===== config.mk =====
export PLATFORM = sky130hd
export DESIGN_NAME = sxaf_top
export DESIGN_NICKNAME = d
export VERILOG_FILES = /design/src/core/sxaf_pkg.sv /design/src/core/sxaf_link_if.sv /design/src/core/sxaf_top.sv /design/src/core/sxaf_shift.sv
export SDC_FILE = /design/constraint.sdc
export NUM_CORES = 1
export LEC_CHECK = 0
export BUFFER_PORTS_ARGS = -buffer_cell sky130_fd_sc_hd__buf_2
export CAP_MARGIN = 0
export CORE_ASPECT_RATIO = 0.9
export CORE_UTILIZATION = 63
export CTS_CLUSTER_DIAMETER = 150
export DETAILED_ROUTE_END_ITERATION = 16
export PLACE_DENSITY = 0.86
export SLEW_MARGIN = 20
export SYNTH_ARGS = -nofsm -noshare
export SYNTH_HDL_FRONTEND = slang
export SYNTH_SLANG_ARGS = --single-unit

===== constraint.sdc =====
create_clock -name i_sys_clk -period 3.8 [get_ports i_sys_clk]
set_clock_uncertainty 0.15 [all_clocks]
set_input_delay 0.57 -clock i_sys_clk [delete_from_list [all_inputs] [get_ports i_sys_clk]]
set_output_delay 0.57 -clock i_sys_clk [all_outputs]
set_load 0.02 [all_outputs]

===== src/core/sxaf_pkg.sv =====
/*
  constants and types of the serial expander address front end.
  assumes one system clock domain; all serial pins are sampled there.
*/
package sxaf_pkg;
  localparam int unsigned P0_W = 8;                 // port 0 pin count
  localparam int unsigned P1_W = 6;                 // port 1 pin count
  localparam int unsigned SYNC_STAGES = 2;          // flip-flops per pin synchroniser
  // identifier byte layout
  localparam logic [5:0] ID_FIXED    = 6'h10;       // bits 7..2 = 0,1,0,0,0,0
  localparam int unsigned ID_FIX_MSB = 7;
  localparam int unsigned ID_FIX_LSB = 2;
  localparam int unsigned ID_STRAP_BIT = 1;
  localparam int unsigned ID_DIR_BIT   = 0;
  localparam logic        DIR_READ     = 1'b1;
  // command byte layout
  localparam int unsigned CMD_STEP_BIT = 7;
  // register offsets of the small bank behind the pointer
  localparam logic [6:0] REG_IN0  = 7'h00;
  localparam logic [6:0] REG_IN1  = 7'h01;
  localparam logic [6:0] REG_OUT0 = 7'h02;
  localparam logic [6:0] REG_OUT1 = 7'h03;
  localparam logic [6:0] REG_CFG0 = 7'h06;
  localparam logic [6:0] REG_CFG1 = 7'h07;
  // values after reset
  localparam logic [6:0] PTR_RST  = 7'h00;
  localparam logic [7:0] OUT0_RST = 8'hff;
  localparam logic [5:0] OUT1_RST = 6'h3f;
  localparam logic [7:0] CFG0_RST = 8'hff;          // all pins inputs
  localparam logic [5:0] CFG1_RST = 6'h3f;
  localparam logic [2:0] BIT_LAST = 3'h7;

  typedef enum logic [1:0] {
    SXAF_ST_ID     = 2'b00,
    SXAF_ST_CMD    = 2'b01,
    SXAF_ST_DATA   = 2'b10,
    SXAF_ST_IGNORE = 2'b11
  } sxaf_state_t;
endpackage


===== src/core/sxaf_link_if.sv =====
/*
  byte level link between the serial shifter and the frame decoder.
  assumes both ends run on the system clock.
*/
`timescale 1ns/100ps
interface sxaf_link_if;
  logic [7:0] rx_byte;   // last byte shifted in
  logic       rx_valid;  // one-cycle pulse per byte
  logic [7:0] tx_byte;   // byte to load for shifting out
  modport shifter (output rx_byte, output rx_valid, input tx_byte);
  modport decoder (input rx_byte, input rx_valid, output tx_byte);
endinterface // sxaf_link_if


===== src/core/sxaf_top.sv =====
/*
  address front end of a 14-pin serial port expander: identifier decode,
  command pointer, minimal port bank, input-change interrupt.
  assumes an spi master in mode 0 with a serial clock well below the
  system clock; pins are three-signal (in, out, enable), resolved outside.
*/
//
// Function
// - the device answers to 40h with the strap low and 42h with it high.
// - identifier bits 7..2 must be 010000, bit 1 must equal the strap level.
// - identifier bit 0 set means read, clear means write.
// - port 0 byte bit n maps to port 0 pin n for n 0..7.
// - port 1 byte bits 5..0 map to port 1 pins 5..0, upper two bits unused.
// - after reset all fourteen pins are inputs and none is driven.
// - an active-low reset input reinitialises the whole device.
// - the interrupt output only pulls low and relies on an external pullup.
// - bytes shift in on serial_in and out on serial_out, timed by the clock, framed by select.
// - the interrupt is asserted while any input pin differs from its stored input value.
// - reset clears the pointer to 00h with the step enable at 0.
`timescale 1ns/100ps
module sxaf_top (
  input  wire logic                       i_sys_clk,        // system clock, 250 mhz
  input  wire logic                       i_rst_n,          // reset pin, active low
  input  wire logic                       i_sclk,           // serial clock pin
  input  wire logic                       i_cs_n,           // chip select pin, active low
  input  wire logic                       i_serial_in,      // serial data in pin
  output logic                            o_serial_out,     // serial data out
  output logic                            o_serial_out_oe,  // serial_out drive enable
  input  wire logic                       i_addr_strap,     // identifier strap pin
  input  wire logic [sxaf_pkg::P0_W-1:0]  i_port0_pin,      // port 0 pin levels
  output logic      [sxaf_pkg::P0_W-1:0]  o_port0_pin,      // port 0 drive data
  output logic      [sxaf_pkg::P0_W-1:0]  o_port0_pin_oe,   // port 0 drive enables
  input  wire logic [sxaf_pkg::P1_W-1:0]  i_port1_pin,      // port 1 pin levels
  output logic      [sxaf_pkg::P1_W-1:0]  o_port1_pin,      // port 1 drive data
  output logic      [sxaf_pkg::P1_W-1:0]  o_port1_pin_oe,   // port 1 drive enables
  output logic                            o_int_n,          // interrupt data, always low
  output logic                            o_int_n_oe        // interrupt pull-low enable
);
  import sxaf_pkg::*;

  localparam int unsigned NSYNC = 4 + P0_W + P1_W;

  //////////////////////////////////////////////////////////////////////////
  // two-stage synchronisers for every pin input except the reset pin
  logic [NSYNC-1:0] sync1_reg;
  logic [NSYNC-1:0] sync2_reg;
  wire  [NSYNC-1:0] pins_raw = {i_port1_pin, i_port0_pin, i_addr_strap,
                                i_serial_in, i_cs_n, i_sclk};

  genvar g;
  generate
    for (g = 0; g < NSYNC; g++) begin : g_sync
      always_ff @(posedge i_sys_clk or negedge i_rst_n) begin
        if (!i_rst_n) begin
          sync1_reg[g] <= 1'b0;
          sync2_reg[g] <= 1'b0;
        end else begin
          sync1_reg[g] <= pins_raw[g];
          sync2_reg[g] <= sync1_reg[g];
        end
      end
    end
  endgenerate

  wire            sclk_s  = sync2_reg[0];
  wire            cs_n_s  = sync2_reg[1];
  wire            sin_s   = sync2_reg[2];
  wire            strap_s = sync2_reg[3];
  wire [P0_W-1:0] p0_s    = sync2_reg[4 +: P0_W];
  wire [P1_W-1:0] p1_s    = sync2_reg[4+P0_W +: P1_W];

  //////////////////////////////////////////////////////////////////////////
  sxaf_link_if link ();
  logic sout;

  sxaf_shift u_shift (
    .i_sys_clk (i_sys_clk),
    .i_rst_n   (i_rst_n),
    .i_sclk_s  (sclk_s),
    .i_cs_n_s  (cs_n_s),
    .i_sin_s   (sin_s),
    .o_sout    (sout),
    .link      (link)
  );

  //////////////////////////////////////////////////////////////////////////
  // frame decode
  sxaf_state_t      state_reg;
  sxaf_state_t      state_next;
  logic             dir_reg;
  logic [6:0]       ptr_reg;
  logic             step_reg;
  logic [P0_W-1:0]  out0_reg;
  logic [P1_W-1:0]  out1_reg;
  logic [P0_W-1:0]  cfg0_reg;
  logic [P1_W-1:0]  cfg1_reg;
  logic [P0_W-1:0]  in0_reg;
  logic [P1_W-1:0]  in1_reg;
  logic [2:0]       primed_reg;
  logic             oe_reg;
  logic             int_reg;

  wire [7:0] rxb      = link.rx_byte;
  wire       id_match = (rxb[ID_FIX_MSB:ID_FIX_LSB] == ID_FIXED)
                      && (rxb[ID_STRAP_BIT] == strap_s);
  wire       got_id   = link.rx_valid && (state_reg == SXAF_ST_ID);
  wire       got_cmd  = link.rx_valid && (state_reg == SXAF_ST_CMD);
  wire       got_data = link.rx_valid && (state_reg == SXAF_ST_DATA);
  wire       wr_data  = got_data && (dir_reg != DIR_READ);
  wire       rd_data  = got_data && (dir_reg == DIR_READ);
  // step enable walks the whole map; without it the pointer pairs 0/1 of a port group
  wire [6:0] ptr_step = step_reg ? ptr_reg + 7'h01 : {ptr_reg[6:1], ~ptr_reg[0]};

  always_comb begin
    state_next = state_reg;
    case (state_reg)
      SXAF_ST_ID:     if (link.rx_valid) state_next = id_match ? SXAF_ST_CMD
                                                                : SXAF_ST_IGNORE;
      SXAF_ST_CMD:    if (link.rx_valid) state_next = SXAF_ST_DATA;
      SXAF_ST_DATA:   state_next = SXAF_ST_DATA;
      SXAF_ST_IGNORE: state_next = SXAF_ST_IGNORE;
      default:        state_next = SXAF_ST_ID;
    endcase
    if (cs_n_s) state_next = SXAF_ST_ID;
  end

  // one strobe per bank register, shared by read selection and writes or input refresh
  wire       hit_in0  = (ptr_reg == REG_IN0);
  wire       hit_in1  = (ptr_reg == REG_IN1);
  wire       hit_out0 = (ptr_reg == REG_OUT0);
  wire       hit_out1 = (ptr_reg == REG_OUT1);
  wire       hit_cfg0 = (ptr_reg == REG_CFG0);
  wire       hit_cfg1 = (ptr_reg == REG_CFG1);

  // read data selection; upper port 1 bits read zero
  wire [7:0] rd_mux =
      hit_in0  ? p0_s :
      hit_in1  ? {2'b00, p1_s} :
      hit_out0 ? out0_reg :
      hit_out1 ? {2'b00, out1_reg} :
      hit_cfg0 ? cfg0_reg :
      hit_cfg1 ? {2'b00, cfg1_reg} : 8'h00;
  assign link.tx_byte = rd_mux;

  //////////////////////////////////////////////////////////////////////////
  always_ff @(posedge i_sys_clk or negedge i_rst_n) begin
    if (!i_rst_n) begin
      state_reg <= SXAF_ST_ID;
      dir_reg   <= 1'b0;
      ptr_reg   <= PTR_RST;
      step_reg  <= 1'b0;
      oe_reg    <= 1'b0;
    end else begin
      state_reg <= state_next;
      oe_reg    <= (state_next == SXAF_ST_DATA) && (dir_reg == DIR_READ);
      if (got_id) dir_reg <= rxb[ID_DIR_BIT];
      if (got_cmd) begin
        ptr_reg  <= rxb[6:0];
        step_reg <= rxb[CMD_STEP_BIT];
      end else if (got_data) begin
        ptr_reg  <= ptr_step;
      end
    end
  end

  // synchronisers still hold reset zeros for two edges; sampling the pins
  // any earlier would store zeros and raise a false interrupt after reset
  wire       primed   = primed_reg[2];
  wire       load_in0 = !primed || (rd_data && hit_in0);
  wire       load_in1 = !primed || (rd_data && hit_in1);
  wire       wr_out0  = wr_data && hit_out0;
  wire       wr_out1  = wr_data && hit_out1;
  wire       wr_cfg0  = wr_data && hit_cfg0;
  wire       wr_cfg1  = wr_data && hit_cfg1;

  // port bank
  always_ff @(posedge i_sys_clk or negedge i_rst_n) begin
    if (!i_rst_n) begin
      out0_reg <= OUT0_RST;
      out1_reg <= OUT1_RST;
      cfg0_reg <= CFG0_RST;
      cfg1_reg <= CFG1_RST;
    end else begin
      if (wr_out0) out0_reg <= rxb;
      if (wr_out1) out1_reg <= rxb[P1_W-1:0];
      if (wr_cfg0) cfg0_reg <= rxb;
      if (wr_cfg1) cfg1_reg <= rxb[P1_W-1:0];
    end
  end

  // stored input values; reading an input port refreshes its copy
  always_ff @(posedge i_sys_clk or negedge i_rst_n) begin
    if (!i_rst_n) begin
      in0_reg    <= '0;
      in1_reg    <= '0;
      primed_reg <= 3'h0;
    end else begin
      primed_reg <= {primed_reg[1:0], 1'b1};
      if (load_in0) in0_reg <= p0_s;
      if (load_in1) in1_reg <= p1_s;
    end
  end

  // only pins configured as inputs can raise the interrupt
  wire [P0_W-1:0] diff0 = (p0_s ^ in0_reg) & cfg0_reg;
  wire [P1_W-1:0] diff1 = (p1_s ^ in1_reg) & cfg1_reg;

  always_ff @(posedge i_sys_clk or negedge i_rst_n) begin
    if (!i_rst_n) int_reg <= 1'b0;
    else          int_reg <= primed && ((|diff0) || (|diff1));
  end

  //////////////////////////////////////////////////////////////////////////
  assign o_serial_out    = sout;
  assign o_serial_out_oe = oe_reg;
  assign o_port0_pin     = out0_reg;
  assign o_port0_pin_oe  = ~cfg0_reg;
  assign o_port1_pin     = out1_reg;
  assign o_port1_pin_oe  = ~cfg1_reg;
  assign o_int_n         = 1'b0;
  assign o_int_n_oe      = int_reg;
endmodule // sxaf_top


===== src/core/sxaf_shift.sv =====
/*
  serial shifter: samples data on the serial clock rising edge, shifts
  read data out on the falling edge, msb first, framed by chip select.
  assumes inputs already synchronised to i_sys_clk.
*/
`timescale 1ns/100ps
module sxaf_shift (
  input  wire logic       i_sys_clk,   // system clock
  input  wire logic       i_rst_n,     // async reset, active low
  input  wire logic       i_sclk_s,    // synchronised serial clock
  input  wire logic       i_cs_n_s,    // synchronised chip select
  input  wire logic       i_sin_s,     // synchronised serial_in
  output logic            o_sout,      // serial_out data bit
  sxaf_link_if.shifter    link         // byte link
);
  import sxaf_pkg::*;

  logic       sclk_prev_reg;
  logic [2:0] cnt_reg;
  logic [7:0] rx_reg;
  logic [7:0] tx_reg;
  logic [7:0] byte_reg;
  logic       valid_reg;

  wire        rise     = i_sclk_s & ~sclk_prev_reg;
  wire        fall     = ~i_sclk_s & sclk_prev_reg;
  wire  [7:0] rx_next  = {rx_reg[6:0], i_sin_s};
  wire        last_bit = (cnt_reg == BIT_LAST);

  //////////////////////////////////////////////////////////////////////////
  always_ff @(posedge i_sys_clk or negedge i_rst_n) begin
    if (!i_rst_n) begin
      sclk_prev_reg <= 1'b0;
      cnt_reg       <= 3'h0;
      rx_reg        <= 8'h00;
      tx_reg        <= 8'h00;
      byte_reg      <= 8'h00;
      valid_reg     <= 1'b0;
    end else begin
      sclk_prev_reg <= i_sclk_s;
      valid_reg     <= 1'b0;
      if (i_cs_n_s) begin
        cnt_reg <= 3'h0;
        tx_reg  <= link.tx_byte;
      end else if (rise) begin
        rx_reg  <= rx_next;
        cnt_reg <= cnt_reg + 3'h1;
        if (last_bit) begin
          byte_reg  <= rx_next;
          valid_reg <= 1'b1;
        end
      end else if (fall) begin
        // byte boundary: fresh read byte, else next bit
        tx_reg <= (cnt_reg == 3'h0) ? link.tx_byte : {tx_reg[6:0], 1'b0};
      end
    end
  end

  assign link.rx_byte  = byte_reg;
  assign link.rx_valid = valid_reg;
  assign o_sout        = tx_reg[7];
endmodule // sxaf_shift


Yosys cells after proc, flatten, opt, wreduce, memory -nomap -nowiden
Cells that the tools add are included.
{ "totals": {"memories": 0, "latchBits": 0, "elab_cells": 138, "rom_bits": 0, "register_bits": 122, "output_inout_bits": 32, "ramBits": 0, "in_bits": 20} }
{ "classes": {"order_cmp": 0, "addsub": 2, "reduce_logical": 31, "mul": 0, "eq_ne": 13, "div_mod_pow": 0, "n_mux": 23, "bitwise_logic": 13, "n_shift": 0} }
{ "ops": {"columns": ["op", "count"], "rows": [
  ["8-bit two-way mux", 9],
  ["7-bit two-way mux", 3],
  ["7-bit by 2-bit equality test with 1-bit output, second input constant", 2],
  ["7-bit by 3-bit equality test with 1-bit output, second input constant", 2],
  ["1-bit logical AND", 14],
  ["8-bit AND", 1],
  ["2-bit two-way mux", 4],
  ["8-bit NOT", 1],
  ["2-bit case mux with 4 select lines", 1],
  ["2-bit nonzero test", 4],
  ["8-bit OR reduction", 1],
  ["8-bit bitwise XOR", 1],
  ["7-bit by 1-bit adder with 7-bit output, second input constant", 1],
  ["7-bit by 1-bit equality test with 1-bit output, second input constant", 1],
  ["7-bit zero test", 1],
  ["6-bit AND", 1],
  ["2-bit equality test, second input constant", 3],
  ["6-bit by 5-bit equality test with 1-bit output, second input constant", 1],
  ["3-bit two-way mux", 2],
  ["6-bit two-way mux", 1],
  ["6-bit NOT", 1],
  ["2-bit AND reduction", 3],
  ["6-bit OR reduction", 1],
  ["6-bit bitwise XOR", 1],
  ["other kinds (13)", 22]
]} }

Depth between registers and ports, before layout
{ "logic_depth": {"depth_word": 11, "ltp_mapped": 7, "mapped_depth_nobuf": 6} }

By module
From an unflattened synthesis, not the netlist that was laid out.
{ "unflattened": {"cells_unflattened": 420, "area_unflattened_um2": 5337.6} }
{ "by_module_without_submodules": {"columns": ["module", "instances", "cells_per_inst", "seq_area_each_um2", "area_each_um2"], "rows": [
  ["sxaf_top", 1, 323, 2387.3, 4050.1],
  ["sxaf_shift", 1, 97, 700.7, 1287.5]
]} }

Worst setup path before layout
No wires, ideal clock.
{ "synth_path": {"path_type": "reg-to-reg", "start": "reg ptr_reg[1]", "end": "reg u_shift.tx_reg[7]", "slack_ns": 1.659, "required_ns": 3.555, "arrival_ns": 1.895, "setup_ns": 0.095, "period_less_slack_ns": 2.141, "path_buffers": 1, "path_stages_with_launch": 8, "cell_sequence": "dfrtp_1 -> inv_1 -> ha_1 -> buf_2 -> or4b_1 -> a2111oi_0 -> a311oi_1 -> o31ai_1"} }
{ "synth_via": {"elab_chain_len": 10, "elab_cells_between_ends": 14, "classes_between": "eq/ne: 4; mux: 9; reduce/logical: 1"} }
{ "synth_rtl": {"columns": ["item", "line_no", "source"], "rows": [
  ["from (decl)", "sxaf_top.sv:91", "logic [6:0] ptr_reg;"],
  ["from (signal assigned)", "sxaf_top.sv:158", "ptr_reg <= rxb[6:0];"],
  ["from (signal assigned)", "sxaf_top.sv:161", "ptr_reg <= ptr_step;"],
  ["7-bit by 3-bit equality test with 1-bit output", "sxaf_top.sv:132", "wire hit_cfg0 = (ptr_reg == REG_CFG0);"],
  ["8-bit two-way mux", "sxaf_top.sv:141", "hit_cfg0 ? cfg0_reg :"],
  ["8-bit two-way mux", "sxaf_top.sv:140", "hit_out1 ? {2'b00, out1_reg} :"],
  ["8-bit two-way mux", "sxaf_top.sv:139", "hit_out0 ? out0_reg :"],
  ["8-bit two-way mux", "sxaf_top.sv:138", "hit_in1 ? {2'b00, p1_s} :"],
  ["8-bit two-way mux (*)", "sxaf_top.sv:137", "hit_in0 ? p0_s :"],
  ["8-bit two-way mux", "sxaf_shift.sv:54", "tx_reg <= (cnt_reg == 3'h0) ? link.tx_byte : {tx_reg[6:0], 1'b0};"],
  ["8-bit two-way mux", "sxaf_shift.sv:52", "end else if (fall) begin"],
  ["8-bit two-way mux", "sxaf_shift.sv:45", "end else if (rise) begin"],
  ["8-bit two-way mux (*)", "sxaf_shift.sv:42", "if (i_cs_n_s) begin"],
  ["to (signal assigned)", "sxaf_shift.sv:44", "tx_reg <= link.tx_byte;"],
  ["to (signal assigned)", "sxaf_shift.sv:54", null],
  ["to (decl)", "sxaf_shift.sv:21", "logic [7:0] tx_reg;"]
]} }
Every way passes the cells marked *; elsewhere a longest branch is shown, timed or not. The select of a mux whose other input is x is not followed.
A chain may end at the register's enable or synchronous reset.

Worst setup path after layout
{ "layout_path": {"start": "reg ptr_reg[0]", "end": "reg u_shift.tx_reg[7]"} }
The elaborated chain is that of the path after synthesis.

==> metrics.csv <==
stage,metric,value,unit
pwr,internal power summed over all cells,2.43,mW
floorplanning,number of standard-cell rows in the floorplan,31,
global_routing,wire length of the first global-routing pass,19500,um
pwr,cell area power density,504,nW/um^2
final_layout,fill cell count,462,
timing,relative slew slack,0.316,
flow_run,maxcap violations,0,
final_layout,"leading cell type in the layout, fill and taps excluded",dfrtp_1,
final_layout,antenna diode count,0,
pwr,worst voltage drop across the vdd grid,413,uV
timing,shortest clock period the worst path allows after layout,2630,ps
worst_setup_path,kind of start point of the critical path,register,
timing,TNS Setup,0,ps
floorplanning,core region area,8110,um^2
final_layout,Area Overhead vs Synth,20.6,%
cts,Clk Tree Root Cell,clkbuf_8,
yosys,post-synthesis cell area,5290,um^2
global_routing,maximum number of pins on one net before global-route repair,67,
routing,drt total wl,12400,um
final_layout,area of all placed cells without fillers,6380,um^2
yosys,sequential-to-total area share from yosys stat,0.583,
outcome,run status,"finished, final reports clean",
yosys,leading post-synthesis cells by cell area,"dfrtp_1, dfstp_2, mux2_2",
yosys,share of flip-flops with an asynchronous set or reset after synthesis,1.00,
yosys,average footprint of a synthesized cell,12.5,um^2
pwr,leakage power total,2.77,nW
routing,Detailed Routing Iterations Pass 1,5,
final_layout,number of nets in the layout,519,
final_layout,fraction of layout instances using a drive strength above 1,0.349,
cts,count of clock tree sinks,122,
cts,number of buffers on the longest clock path,2,
yosys,Yosys warnings,0,
timing,fmax,380,MHz
yosys,"area leader, netlist",dfrtp_1,
routing,number of routed nets with antenna violations,0,
timing,Final Setup Violations,0,
floorplanning,I/O pin count,52,
pwr,sw frac,0.245,
yosys,predominant post-synthesis flop cell,dfrtp_1,
global_routing,overall fraction of global-route tracks in use,0.313,
worst_hold_path,path type of the worst min-delay path,reg -> reg,
global_routing,initial antenna violation count,0,
timing,unrepaired setup endpoints after global routing,false,
routing,number of vias in the routed layout,3825,
cts,count of H-tree levels built during CTS,4,
pwr,sequential share of power,0.446,
worst_setup_path,type of element capturing the critical path,register,
timing,max-slew violation total from the final report,0,
cts,clock network latency to the later pin of the worst-skew pair,540,ps
routing,DRC violation count after routing,0,
routing,1st-iter DRT viols,312,
yosys,synthesized netlist cell count,424,
global_routing,via count of the first global-routing pass,3706,
floorplanning,die area,8770,um^2
place,Post-Place Cell Area,5600,um^2
routing,DR vias/cell,6.33,
yosys,unique cell type count in the Yosys netlist,50,
pwr,Comb pwr share,0.055,
worst_setup_path,worst path required time,4080,ps
timing,period utilization,0.693,
place,number of buffers added on ports,50,
yosys,number of synthesized flops with an enable pin,0,
worst_setup_path,critical path start-end classification,reg -> reg,
global_routing,remaining global-route overflow,0,
cts,clock edge transition at the registers on the reported setup and hold paths,60,ps
final_layout,flip-flop count of the largest register after layout,18,
routing,mean routed wirelength per cell,20.5,um
cts,Post-CTS Repair Setup Buffers,0,
worst_setup_path,Critical Path Fanout Max,18,
floorplanning,die outline width,98.6,um
pwr,fraction of power consumed by the clock network,0.499,
yosys,proportion of netlist area held by the largest area contributor,0.444,
place,Routability Congestion,0.937,
cts,TritonCTS Buffers,17,
cts,clock tree from TritonCTS,done,
yosys,number of register bits inferred by synthesis,122,
final_layout,most frequent cells in the layout,"dfrtp_1, mux2_2, buf_2",
worst_setup_path,"Data arrival, critical path",2910,ps
pwr,net switching power,0.788,mW
timing,Fin. Hold Viols,0,
timing,actual transition at the worst max-transition pin,1030,ps
floorplanning,effective utilization at floorplan,0.653,
floorplanning,vertical die dimension,89.0,um
place,half-perimeter wire length after placement,8100,um
yosys,syn_nets,451,
==> layer usage <==
metal	track usage	wire [um]
met3	0.116	1270
met4	0.163	420
met1	0.402	5000
met2	0.474	5710
met5	0	0
==> power by group through the flow <==
stage          Clock, mW  Combinational [mW]  Sequential, mW
6_report            1.61               0.178            1.43
5_1_grt             1.69               0.199            1.44
4_1_cts             1.63               0.180            1.43
3_5_place_dp           0               0.161            1.45
3_3_place_gp           0               0.153            1.45
2_1_floorplan          0               0.103            1.44
==> cell type report <==
| type | instances | area, um^2 | area share |
|---|---|---|---|
| multi-input combinational | 259 | 2030 | 0.319 |
| clock inverter | 15 | 178 | 0.0278 |
| clock buffer | 17 | 414 | 0.0649 |
| timing repair buffer | 70 | 463 | 0.0725 |
| sequential | 122 | 3090 | 0.484 |
| inverter | 22 | 82.6 | 0.0129 |
| tap | 99 | 124 | 0.0194 |
==> path summary, 6_finish.rpt <==
path	cells past startpoint	to	slack [ps]	startpoint
max in group asynchronous	3	cfg1_reg[2]	2150	i_rst_n
worst min-delay path	0	strap_s	200	sync1_reg[3]
worst max register to register	6	u_shift.tx_reg[7]	1170	ptr_reg[0]
min in group asynchronous	2	u_shift.cnt_reg[2]	480	i_rst_n
worst max-delay path	6	u_shift.tx_reg[7]	1170	ptr_reg[0]
worst min register to register	0	strap_s	200	sync1_reg[3]
==> metrics by stage <==
step           utilization  hold WS, ps  std cells  power, mW  worst slack, ps
6_report             0.787          200        604       3.22             1170
5_1_grt              0.787          208        604       3.33              829
4_1_cts              0.787          203        604       3.24             1190
3_5_place_dp         0.691          186        553       1.62             1230
3_3_place_gp         0.691          181        553       1.60             1390
2_1_floorplan            -          124        424       1.54             1660
==> cell usage after synthesis (all sizes together), types with 8 or more instances <==
library cell	n
clkbuf	15
dfrtp	94
dfstp	28
inv	22
mux2	58
nand2	31
nand3b	8
nor2	18
o21ai	16
o22ai	8
xnor2	17
==> logic make-up after synthesis <==
group	synth area share
and+or+nand+nor	0.100
buffers and inverters	0.0326
adders and majority gates	0.0165
other	0.00142
xor gates and xnor gates	0.0347
AOI/OAI and AO/OA	0.0948
muxes	0.137
DFF	0.583
==> worst max-delay path: stages, from the launching register on <==
cell and delay, ps:
dfrtp_1 420, inv_1 100, ha_1 420, or4b_1 570, a2111oi_0 460, a311oi_1 100
o31ai_1 310
==> what timing repair did <==
action / CTS / global route
hold buffers: 19 / 0
hold endpoints to repair: 66 / 0
resized for setup: 0 / 0
(Power assumes the default switching activity.)
